<file path="src/pkg/wlc_pkg.sv">
// shared constants for the window limit checker
package wlc_pkg;

  // register word indices on the plain register port
  localparam logic [4:0]  A_CTRL       = 5'h00;
  localparam logic [4:0]  A_WIN_BASE   = 5'h01;
  localparam logic [4:0]  A_WIN_STRIDE = 5'h04;
  localparam logic [4:0]  O_CFG        = 5'h00;
  localparam logic [4:0]  O_UP         = 5'h01;
  localparam logic [4:0]  O_LO         = 5'h02;
  localparam logic [4:0]  O_RES        = 5'h03;
  localparam logic [4:0]  A_CHA_UP     = 5'h09;
  localparam logic [4:0]  A_CHA_LO     = 5'h0A;
  localparam logic [4:0]  A_CHB_UP     = 5'h0B;
  localparam logic [4:0]  A_CHB_LO     = 5'h0C;
  localparam logic [4:0]  A_STATUS     = 5'h0D;
  localparam logic [4:0]  A_INT_STAT   = 5'h0E;
  localparam logic [4:0]  A_INT_EN     = 5'h0F;
  localparam logic [4:0]  A_INT_CLR    = 5'h10;

  // control word fields
  localparam int          C_TTL_EN     = 0;
  localparam int          C_POL_HI     = 1;
  localparam int          C_COND_LSB   = 2;
  localparam int          C_CHAN_SEL   = 4;
  localparam int          C_CHAN_EN    = 5;
  localparam logic [1:0]  COND_OVER    = 2'h0;
  localparam logic [1:0]  COND_UNDER   = 2'h1;
  localparam logic [1:0]  COND_EITHER  = 2'h2;

  // window configuration fields
  localparam int          F_MODE_LSB   = 0;
  localparam int          F_UNITS_LSB  = 3;
  localparam int          F_CHK        = 5;
  localparam int          F_UEN        = 6;
  localparam int          F_LEN        = 7;
  localparam logic [2:0]  MD_A         = 3'h0;
  localparam logic [2:0]  MD_B         = 3'h1;
  localparam logic [2:0]  MD_AMB       = 3'h2;
  localparam logic [2:0]  MD_BMA       = 3'h3;
  localparam logic [2:0]  MD_ADB       = 3'h4;
  localparam logic [2:0]  MD_BDA       = 3'h5;
  localparam logic [1:0]  U_DBM        = 2'h0;
  localparam logic [1:0]  U_DB         = 2'h1;
  localparam logic [1:0]  U_W          = 2'h2;
  localparam logic [1:0]  U_PCT        = 2'h3;

  // reset values
  localparam logic [31:0] CTRL_RST     = 32'h00000002;
  localparam logic [31:0] CFG_RST      = 32'h000000C0;

  // limit ranges and defaults, hundredths of a dB (linear defaults in raw units)
  localparam logic signed [31:0] DB_MAX      = 32'sh00004E20;
  localparam logic signed [31:0] DB_MIN      = -32'sh00004650;
  localparam logic signed [31:0] DBM_MAX     = 32'sh000059D8;
  localparam logic signed [31:0] DBM_MIN     = -32'sh00003A98;
  localparam logic signed [31:0] DB_DEF_UP   = 32'sh00001770;
  localparam logic signed [31:0] DB_DEF_LO   = -32'sh00002EE0;
  localparam logic signed [31:0] DBM_DEF_UP  = 32'sh00002328;
  localparam logic signed [31:0] DBM_DEF_LO  = -32'sh00002328;
  localparam logic signed [31:0] LIN_DEF_UP  = 32'sh7FFFFFFF;
  localparam logic signed [31:0] LIN_DEF_LO  = 32'sh00000000;

  // log conversion: 1 lsb of linear power is 1 pW (-90 dBm)
  localparam logic [9:0]         LOG_K       = 10'h12D;
  localparam logic signed [31:0] LSB_CDB     = -32'sh00002328;
  localparam logic signed [31:0] LOG_FLOOR   = -32'sh00004E20;
  localparam logic [47:0]        PCT_SCALE   = 48'h000000002710;
  localparam logic [5:0]         DIV_LAST    = 6'h2F;
  localparam logic signed [31:0] RES_MAX     = 32'sh7FFFFFFF;

  // interrupt and status layout
  localparam int          I_OVER_LSB   = 0;
  localparam int          I_UNDER_LSB  = 2;
  localparam int          I_LOGERR_LSB = 4;
  localparam int          INT_W        = 6;
  localparam int          S_BUSY       = 6;

  typedef enum logic [2:0] {ST_IDLE, ST_CALC, ST_DIV, ST_CONV1, ST_CONV2, ST_CHECK} wlc_state_t;

endpackage : wlc_pkg

</file>
<file path="src/hw/wlc_top.sv">
// dual-window limit checker with ttl fail outputs
//
// The register offsets and the address-and-strobe port were chosen for this implementation.
module wlc_top
  import wlc_pkg::*;
(
  input  wire logic        clk_i,
  input  wire logic        rst_i,
  input  wire logic [4:0]  reg_addr_i,
  input  wire logic [31:0] reg_wdata_i,
  input  wire logic        reg_wr_i,
  input  wire logic        reg_rd_i,
  output logic      [31:0] reg_rdata_o,
  input  wire logic        meas_valid_i,
  input  wire logic [31:0] chan_a_pwr_i,
  input  wire logic [31:0] chan_b_pwr_i,
  output logic             meas_ready_o,
  output logic             ttl_upper_o,
  output logic             ttl_lower_o,
  output logic      [1:0]  over_lmt_o,
  output logic      [1:0]  under_lmt_o,
  output logic      [1:0]  log_err_o,
  output logic             irq_o
);

  // register file state
  logic [31:0]        ctrl_reg, ctrl_next;
  logic [31:0]        cfg_reg [2], cfg_next [2];
  logic signed [31:0] up_reg [2], up_next [2];
  logic signed [31:0] lo_reg [2], lo_next [2];
  logic signed [31:0] chup_reg [2], chup_next [2];
  logic signed [31:0] chlo_reg [2], chlo_next [2];
  logic [INT_W-1:0]   ist_reg, ist_next, ien_reg, ien_next;
  logic [31:0]        rdata_reg, rdata_next;
  // engine state
  wlc_state_t         st_reg, st_next;
  logic               w_reg, w_next;
  logic [31:0]        pa_reg, pa_next, pb_reg, pb_next;
  logic [31:0]        conv_reg, conv_next, den_reg, den_next;
  logic signed [31:0] first_reg, first_next;
  logic [47:0]        dvd_reg, dvd_next;
  logic [32:0]        rem_reg, rem_next;
  logic [5:0]         cnt_reg, cnt_next;
  logic signed [31:0] res_reg [2], res_next [2];
  logic [1:0]         over_reg, over_next, under_reg, under_next, lerr_reg, lerr_next;
  logic               ttlu_reg, ttlu_next, ttll_reg, ttll_next;
  logic [INT_W-1:0]   ev;
  // datapath helpers
  logic [2:0]         mode;
  logic [1:0]         units;
  logic               is_diff, is_ratio, use_b;
  logic [31:0]        px, py;
  logic [32:0]        diff, sub;
  logic [31:0]        mag;
  logic signed [31:0] cdb, lim_u, lim_l;
  logic               act, ue, le, ovr, und;

  wlc_lin2db u_lin2db (
    .lin_i (conv_reg),
    .cdb_o (cdb)
  );

  function automatic logic [4:0] win_addr(input int i, input logic [4:0] off);
    win_addr = 5'(A_WIN_BASE + 5'(i) * A_WIN_STRIDE + off);
  endfunction : win_addr

  function automatic logic signed [31:0] clamp_lim(input logic [1:0] u, input logic signed [31:0] v);
    logic signed [31:0] hi;
    logic signed [31:0] lo;
    hi = (u == U_DB) ? DB_MAX : DBM_MAX;
    lo = (u == U_DB) ? DB_MIN : DBM_MIN;
    if (u == U_W || u == U_PCT) begin
      clamp_lim = v;
    end else if (v > hi) begin
      clamp_lim = hi;
    end else if (v < lo) begin
      clamp_lim = lo;
    end else begin
      clamp_lim = v;
    end
  endfunction : clamp_lim

  function automatic logic fail_sel(input logic [1:0] c, input logic o, input logic u);
    fail_sel = (c == COND_OVER) ? o : (c == COND_UNDER) ? u : (o | u);
  endfunction : fail_sel

  // register bus and interrupt state
  always_comb begin
    ctrl_next  = ctrl_reg;
    ien_next   = ien_reg;
    rdata_next = 32'h00000000;
    for (int i = 0; i < 2; i++) begin
      cfg_next[i]  = cfg_reg[i];
      up_next[i]   = up_reg[i];
      lo_next[i]   = lo_reg[i];
      chup_next[i] = clamp_lim(U_DBM, chup_reg[i]);
      chlo_next[i] = clamp_lim(U_DBM, chlo_reg[i]);
    end
    // event set wins over a same-cycle clear
    ist_next = ist_reg | ev;
    if (reg_wr_i) begin
      if (reg_addr_i == A_CTRL) ctrl_next = reg_wdata_i;
      if (reg_addr_i == A_INT_EN) ien_next = reg_wdata_i[INT_W-1:0];
      if (reg_addr_i == A_INT_CLR) ist_next = (ist_reg & ~reg_wdata_i[INT_W-1:0]) | ev;
      if (reg_addr_i == A_CHA_UP) chup_next[0] = clamp_lim(U_DBM, reg_wdata_i);
      if (reg_addr_i == A_CHA_LO) chlo_next[0] = clamp_lim(U_DBM, reg_wdata_i);
      if (reg_addr_i == A_CHB_UP) chup_next[1] = clamp_lim(U_DBM, reg_wdata_i);
      if (reg_addr_i == A_CHB_LO) chlo_next[1] = clamp_lim(U_DBM, reg_wdata_i);
      for (int i = 0; i < 2; i++) begin
        if (reg_addr_i == win_addr(i, O_CFG)) begin
          cfg_next[i] = {24'h000000, reg_wdata_i[7:0]};
          if (reg_wdata_i[F_UNITS_LSB +: 2] != cfg_reg[i][F_UNITS_LSB +: 2]) begin
            unique case (reg_wdata_i[F_UNITS_LSB +: 2])
              U_DB: begin
                up_next[i] = DB_DEF_UP;
                lo_next[i] = DB_DEF_LO;
              end
              U_DBM: begin
                up_next[i] = DBM_DEF_UP;
                lo_next[i] = DBM_DEF_LO;
              end
              U_W, U_PCT: begin
                up_next[i] = LIN_DEF_UP;
                lo_next[i] = LIN_DEF_LO;
              end
            endcase
          end
        end
        if (reg_addr_i == win_addr(i, O_UP)) up_next[i] = clamp_lim(cfg_reg[i][F_UNITS_LSB +: 2], reg_wdata_i);
        if (reg_addr_i == win_addr(i, O_LO)) lo_next[i] = clamp_lim(cfg_reg[i][F_UNITS_LSB +: 2], reg_wdata_i);
      end
    end
    if (reg_rd_i) begin
      if (reg_addr_i == A_CTRL) rdata_next = ctrl_reg;
      if (reg_addr_i == A_CHA_UP) rdata_next = chup_reg[0];
      if (reg_addr_i == A_CHA_LO) rdata_next = chlo_reg[0];
      if (reg_addr_i == A_CHB_UP) rdata_next = chup_reg[1];
      if (reg_addr_i == A_CHB_LO) rdata_next = chlo_reg[1];
      if (reg_addr_i == A_STATUS) rdata_next = {25'h0000000, st_reg != ST_IDLE, lerr_reg, under_reg, over_reg};
      if (reg_addr_i == A_INT_STAT) rdata_next = {26'h0000000, ist_reg};
      if (reg_addr_i == A_INT_EN) rdata_next = {26'h0000000, ien_reg};
      for (int i = 0; i < 2; i++) begin
        if (reg_addr_i == win_addr(i, O_CFG)) rdata_next = cfg_reg[i];
        if (reg_addr_i == win_addr(i, O_UP)) rdata_next = up_reg[i];
        if (reg_addr_i == win_addr(i, O_LO)) rdata_next = lo_reg[i];
        if (reg_addr_i == win_addr(i, O_RES)) rdata_next = res_reg[i];
      end
    end
  end

  always_ff @(posedge clk_i or posedge rst_i) begin
    if (rst_i) begin
      ctrl_reg  <= CTRL_RST;
      ist_reg   <= '0;
      ien_reg   <= '0;
      rdata_reg <= 32'h00000000;
      for (int i = 0; i < 2; i++) begin
        cfg_reg[i]  <= CFG_RST;
        up_reg[i]   <= DBM_DEF_UP;
        lo_reg[i]   <= DBM_DEF_LO;
        chup_reg[i] <= DBM_DEF_UP;
        chlo_reg[i] <= DBM_DEF_LO;
      end
    end else begin
      ctrl_reg  <= ctrl_next;
      ist_reg   <= ist_next;
      ien_reg   <= ien_next;
      rdata_reg <= rdata_next;
      cfg_reg   <= cfg_next;
      up_reg    <= up_next;
      lo_reg    <= lo_next;
      chup_reg  <= chup_next;
      chlo_reg  <= chlo_next;
    end
  end

  // operand selection for the window being processed
  always_comb begin
    mode     = cfg_reg[w_reg][F_MODE_LSB +: 3];
    units    = cfg_reg[w_reg][F_UNITS_LSB +: 2];
    is_diff  = (mode == MD_AMB) || (mode == MD_BMA);
    is_ratio = (mode == MD_ADB) || (mode == MD_BDA);
    use_b    = (mode == MD_B) || (mode == MD_BMA) || (mode == MD_BDA);
    px       = use_b ? pb_reg : pa_reg;
    py       = use_b ? pa_reg : pb_reg;
    diff     = {1'b0, px} - (is_diff ? {1'b0, py} : 33'h000000000);
    mag      = diff[32] ? 32'(-diff) : diff[31:0];
    sub      = {rem_reg[31:0], dvd_reg[47]} - {1'b0, den_reg};
    // one limit set: channel or window
    if (ctrl_reg[C_CHAN_SEL]) begin
      act   = ctrl_reg[C_CHAN_EN] && !is_diff && !is_ratio && units == U_DBM;
      lim_u = chup_reg[use_b];
      lim_l = chlo_reg[use_b];
      ue    = 1'b1;
      le    = 1'b1;
    end else begin
      act   = cfg_reg[w_reg][F_CHK];
      lim_u = up_reg[w_reg];
      lim_l = lo_reg[w_reg];
      ue    = cfg_reg[w_reg][F_UEN];
      le    = cfg_reg[w_reg][F_LEN];
    end
    ovr = act && ue && (res_reg[w_reg] > lim_u);
    und = act && le && (res_reg[w_reg] < lim_l);
  end

  // measurement engine
  always_comb begin
    st_next    = st_reg;
    w_next     = w_reg;
    pa_next    = pa_reg;
    pb_next    = pb_reg;
    conv_next  = conv_reg;
    den_next   = den_reg;
    first_next = first_reg;
    dvd_next   = dvd_reg;
    rem_next   = rem_reg;
    cnt_next   = cnt_reg;
    res_next   = res_reg;
    over_next  = over_reg;
    under_next = under_reg;
    lerr_next  = lerr_reg;
    ev         = '0;
    unique case (st_reg)
      ST_IDLE: begin
        if (meas_valid_i) begin
          pa_next = chan_a_pwr_i;
          pb_next = chan_b_pwr_i;
          w_next  = 1'b0;
          st_next = ST_CALC;
        end
      end
      ST_CALC: begin
        lerr_next[w_reg] = 1'b0;
        if (is_ratio && units == U_PCT) begin
          dvd_next = 48'(px) * PCT_SCALE;
          den_next = py;
          rem_next = 33'h000000000;
          cnt_next = 6'h00;
          st_next  = ST_DIV;
        end else if (is_ratio) begin
          conv_next = px;
          st_next   = ST_CONV1;
        end else if (units == U_W || units == U_PCT) begin
          res_next[w_reg] = 32'(diff);
          st_next         = ST_CHECK;
        end else begin
          conv_next        = mag;
          lerr_next[w_reg] = is_diff && diff[32];
          st_next          = ST_CONV1;
        end
      end
      ST_DIV: begin
        dvd_next = {dvd_reg[46:0], !sub[32]};
        rem_next = sub[32] ? {rem_reg[31:0], dvd_reg[47]} : sub;
        cnt_next = cnt_reg + 6'h01;
        if (cnt_reg == DIV_LAST) begin
          res_next[w_reg] = (den_reg == 32'h00000000 || |dvd_next[47:31]) ? RES_MAX : dvd_next[31:0];
          st_next         = ST_CHECK;
        end
      end
      ST_CONV1: begin
        if (is_ratio) begin
          first_next = cdb;
          conv_next  = py;
          st_next    = ST_CONV2;
        end else begin
          res_next[w_reg] = cdb;
          st_next         = ST_CHECK;
        end
      end
      ST_CONV2: begin
        // ratio in dB is a log difference
        res_next[w_reg] = first_reg - cdb;
        st_next         = ST_CHECK;
      end
      ST_CHECK: begin
        // fresh flags on each new result
        over_next[w_reg]           = ovr;
        under_next[w_reg]          = und;
        ev[I_OVER_LSB + w_reg]     = ovr;
        ev[I_UNDER_LSB + w_reg]    = und;
        ev[I_LOGERR_LSB + w_reg]   = lerr_reg[w_reg];
        w_next                     = 1'b1;
        st_next                    = w_reg ? ST_IDLE : ST_CALC;
      end
      // two state codes are unused; fall back to idle
      default: begin
        st_next = ST_IDLE;
      end
    endcase
    ttlu_next = (ctrl_reg[C_TTL_EN] && fail_sel(ctrl_reg[C_COND_LSB +: 2], over_reg[0], under_reg[0]))
                ? ctrl_reg[C_POL_HI] : !ctrl_reg[C_POL_HI];
    ttll_next = (ctrl_reg[C_TTL_EN] && fail_sel(ctrl_reg[C_COND_LSB +: 2], over_reg[1], under_reg[1]))
                ? ctrl_reg[C_POL_HI] : !ctrl_reg[C_POL_HI];
  end

  always_ff @(posedge clk_i or posedge rst_i) begin
    if (rst_i) begin
      st_reg    <= ST_IDLE;
      w_reg     <= 1'b0;
      pa_reg    <= 32'h00000000;
      pb_reg    <= 32'h00000000;
      conv_reg  <= 32'h00000000;
      den_reg   <= 32'h00000000;
      first_reg <= 32'sh00000000;
      dvd_reg   <= 48'h000000000000;
      rem_reg   <= 33'h000000000;
      cnt_reg   <= 6'h00;
      res_reg   <= '{default: 32'sh00000000};
      over_reg  <= 2'h0;
      under_reg <= 2'h0;
      lerr_reg  <= 2'h0;
      ttlu_reg  <= 1'b0;
      ttll_reg  <= 1'b0;
    end else begin
      st_reg    <= st_next;
      w_reg     <= w_next;
      pa_reg    <= pa_next;
      pb_reg    <= pb_next;
      conv_reg  <= conv_next;
      den_reg   <= den_next;
      first_reg <= first_next;
      dvd_reg   <= dvd_next;
      rem_reg   <= rem_next;
      cnt_reg   <= cnt_next;
      res_reg   <= res_next;
      over_reg  <= over_next;
      under_reg <= under_next;
      lerr_reg  <= lerr_next;
      ttlu_reg  <= ttlu_next;
      ttll_reg  <= ttll_next;
    end
  end

  assign reg_rdata_o  = rdata_reg;
  assign meas_ready_o = (st_reg == ST_IDLE);
  assign ttl_upper_o  = ttlu_reg;
  assign ttl_lower_o  = ttll_reg;
  assign over_lmt_o   = over_reg;
  assign under_lmt_o  = under_reg;
  assign log_err_o    = lerr_reg;
  assign irq_o        = |(ist_reg & ien_reg);
endmodule : wlc_top

</file>
<file path="src/hw/wlc_lin2db.sv">
// linear power to hundredths of a dBm, piecewise-linear log2
module wlc_lin2db
  import wlc_pkg::*;
(
  input  wire logic [31:0]        lin_i,
  output logic signed [31:0]      cdb_o
);

  logic [4:0]  idx;
  logic [31:0] norm;
  logic [12:0] log2q;
  logic [22:0] prod;

  // chord interpolation between octaves; error stays below 0.3 dB
  always_comb begin
    idx = 5'h00;
    for (int i = 0; i < 32; i++) begin
      if (lin_i[i]) begin
        idx = 5'(i);
      end
    end
    norm  = lin_i << (5'h1F - idx);
    log2q = {idx, norm[30:23]};
    prod  = {10'h000, log2q} * {13'h0000, LOG_K};
    if (lin_i == 32'h00000000) begin
      cdb_o = LOG_FLOOR;
    end else begin
      cdb_o = $signed({17'h00000, prod[22:8]}) + LSB_CDB;
    end
  end

endmodule : wlc_lin2db

</file>
<file path="config.mk">
export PLATFORM = sky130hd
export DESIGN_NAME = wlc_top
export DESIGN_NICKNAME = d
export VERILOG_FILES = /design/src/pkg/wlc_pkg.sv /design/src/hw/wlc_top.sv /design/src/hw/wlc_lin2db.sv
export SDC_FILE = /design/constraint.sdc
export NUM_CORES = 2
export LEC_CHECK = 0
export ABC_AREA = 1
export BUFFER_PORTS_ARGS = -buffer_cell sky130_fd_sc_hd__buf_4
export CAP_MARGIN = 25
export CORE_MARGIN = 1
export CORE_UTILIZATION = 35
export DETAILED_ROUTE_END_ITERATION = 16
export HOLD_SLACK_MARGIN = 0.1
export PLACE_DENSITY = 0.56
export SLEW_MARGIN = 20
export SYNTH_ARGS = -nofsm -noshare
export SYNTH_HDL_FRONTEND = slang
export SYNTH_SLANG_ARGS = --single-unit
</file>
<file path="constraint.sdc">
create_clock -name clk_i -period 42.1 [get_ports clk_i]
set_clock_uncertainty 0.1 [all_clocks]
set_input_delay 8.42 -clock clk_i [delete_from_list [all_inputs] [get_ports clk_i]]
set_output_delay 8.42 -clock clk_i [all_outputs]
set_load 0.02 [all_outputs]
</file>
==> run metrics <==
FF-to-FF path depth 74; CTS sink count 654; IO Pins 148; Filler cells 15.3k; hold crit path type reg2reg; post-CTS sizing 0; final weighted congestion in routability-driven placement 0.992; first-pass GRT wire length 304000 µm; Crit Path Category in2reg; total number of H-tree levels 3; synth unique cells 69; Final Hold Viols 0; Die Width 386 µm; GRT Overall Usage 26.8%; Multi-input gate area 0.0293 mm²; Seq cells post-synth 654; num rows 140; Worst-path clk slew 60 ps; router iterations before antenna repair 8; vias in the first global route 48.3k; Post-DRT Antenna Nets 0; Slew Limit Fails 0; outcome finished clean; Crit path arrival time 12580 ps; critical path startpoint category primary input; share of Yosys cell area claimed by the top area cell type 25.7%; fin crit period 12120 ps; GR Overflow Total 0; DR vias/cell 5.62; RSZ-0062 raised after global routing no; Hold Path Origin cfg_reg[34]; port buffer count 147; Worst-Skew Late Latency 710 ps; detailed placement HPWL 154000 µm; Mapped Cells 7001; routed via count 50.5k; maximum clock insertion buffer count 3; Top FF cell, synth dfrtp_1; register area 0.0165 mm²; WL/cell 22.5 µm; final WL 202000 µm; Worst Tran Pin Value 1140 ps; worst-path maximum fanout 18; Synth Cell Area 0.0515 mm²; synthesis warning total 0; FFs w/ async S/R, synth 100%; Rel. slew slack 23.8%; Req. time, crit path 42560 ps; Post CTS Setup Buffer Count 0; Syn Nets 7578; Yosys top cell by area dfrtp_1; DRC 0; Die ar. 0.149 mm²; largest net degree at the start of global routing 156; syn avg cell area 7.35 µm²; core area 0.146 mm²; antenna violations before repair 6; Post-synth EDFFs 0; Die Ht 386 µm; setup_tns 0 ps; CP Capture Type register; worst r2r src conv_reg[2]; period utilisation layout 28.8%; maximum capacitance violations 0; hold path cells 2; area growth from synthesis to layout 11.4%; sequential fraction of the synthesis area 32.1%; CTS Buf Count 81; Synth area leaders dfrtp_1 26%, o21ai_0 9.6%, ha_1 8.7%; final setup vio count 0; Hold Buf Count CTS 0; Max Fclk 82.5 MHz; Reg2Reg Setup Slack 30950 ps; nets@finish 7562; DR iter-0 viols 4926; layout cells sized above 1 9.19%; CTS tree done; clock root buffer master clkbuf_16; hold endpoint cfg_reg[34]; terminus of the critical flop-to-flop path res_reg[53]; Initial Util 35.3%
## logic make-up after synthesis
group | share of synthesized area, %
compound gates | 24.5
xor+xnor | 1.83
fa+ha+maj | 13.1
buf+inv | 11.2
flops | 32.1
mux | 0.260
simple gates | 17.1
## Yosys cell counts (46+ instances only)
library cell	instances
nand2_1	1143
inv_1	1142
o21ai_0	992
dfrtp_1	529
a21oi_1	454
nor2_1	415
ha_1	357
clkbuf_1	317
nand3_1	221
o22ai_1	189
o221ai_1	154
o211ai_1	152
dfstp_2	125
fa_1	114
nor3_1	84
nand4_1	67
xor2_1	62
nor4_1	53
or2_2	46
## worst max-delay path, cell delays in order
cell and delay, ps:
buf_4 150, inv_1 650, ha_1 290, o21bai_1 80
a31oi_1 140, nor2_1 50, o21ai_0 150, a21oi_1 80
o21a_1 180, o21ai_0 140, nand2_1 90, a21oi_1 150
o21bai_1 80, nand2_1 100, ha_1 300, inv_1 100
nor2_1 50, buf_4 210, nor2_1 410, inv_1 280
nand2_1 130, o21ai_0 100, inv_1 120, o221ai_1 120
## cell usage in the layout, fill, tap and decap left out, types with 26 or more instances in the layout
master	instances
nand3_1	220
o221ai_1	154
or2_2	46
ha_1	357
buf_4	248
xor2_1	62
clkbuf_16	81
nor3_1	83
dfrtp_1	527
nor4_1	52
o21ai_0	991
o211ai_1	152
dfstp_2	125
inv_1	1138
o31ai_1	26
o21ai_1	34
nor2_1	410
a31oi_1	40
nand4_1	67
xnor2_1	38
o22ai_1	189
nand2_1	1140
a21oi_1	451
fa_1	114
## routing by layer
layer / routed length, µm / GRT usage (%) / up-vias
met5: 26 / 0 / -
met4: 7040 / 8.97 / 4
met3: 15200 / 4.43 / 305
met2: 91500 / 43.0 / 2063
met1: 88100 / 36.5 / 24400
li1: - / - / 23700
## how the worst max path moves through the flow
stage,start,end,slack [ps],cells past startpoint
2_1_floorplan,rst_i,asynchronous set/reset pin,15460,1
3_3_place_gp,reg_wdata_i[3],lo_reg[40],29460,22
3_5_place_dp,reg_wdata_i[3],lo_reg[38],29440,23
6_report,reg_wdata_i[3],up_reg[38],29980,24
4_1_cts,reg_wdata_i[3],lo_reg[38],30190,23
5_1_grt,reg_wdata_i[3],up_reg[38],29720,23
## cell type report
class	count	share of cell area [%]
multi-input combinational	4831	51.1
sequential	654	28.8
inverter	1162	7.62
tap	1917	4.18
clock buffer	121	4.09
timing repair buffer	255	3.42
clock inverter	28	0.738
antenna	2	0.00873
## stage by stage
| step | setup slack [ps] | hold WS [ps] | std cells | util (%) | area (µm²) |
|---|---|---|---|---|---|
| final | 29980 | 388 | 8970 | 39.3 | 57300 |
| after global routing | 29720 | 417 | 8968 | 39.3 | 57300 |
| after CTS | 30190 | 381 | 8966 | 39.3 | 57300 |
| after detailed placement | 29440 | 374 | 8817 | 37.4 | 54500 |
| after global placement | 29460 | 363 | 8812 | 37.4 | 54500 |
| after floorplan | 15460 | 348 | 7001 | - | 51500 |
Power is left out: the tool's default activity adds up to more than one toggle a clock period on the data nets, which glitch-free logic cannot reach.
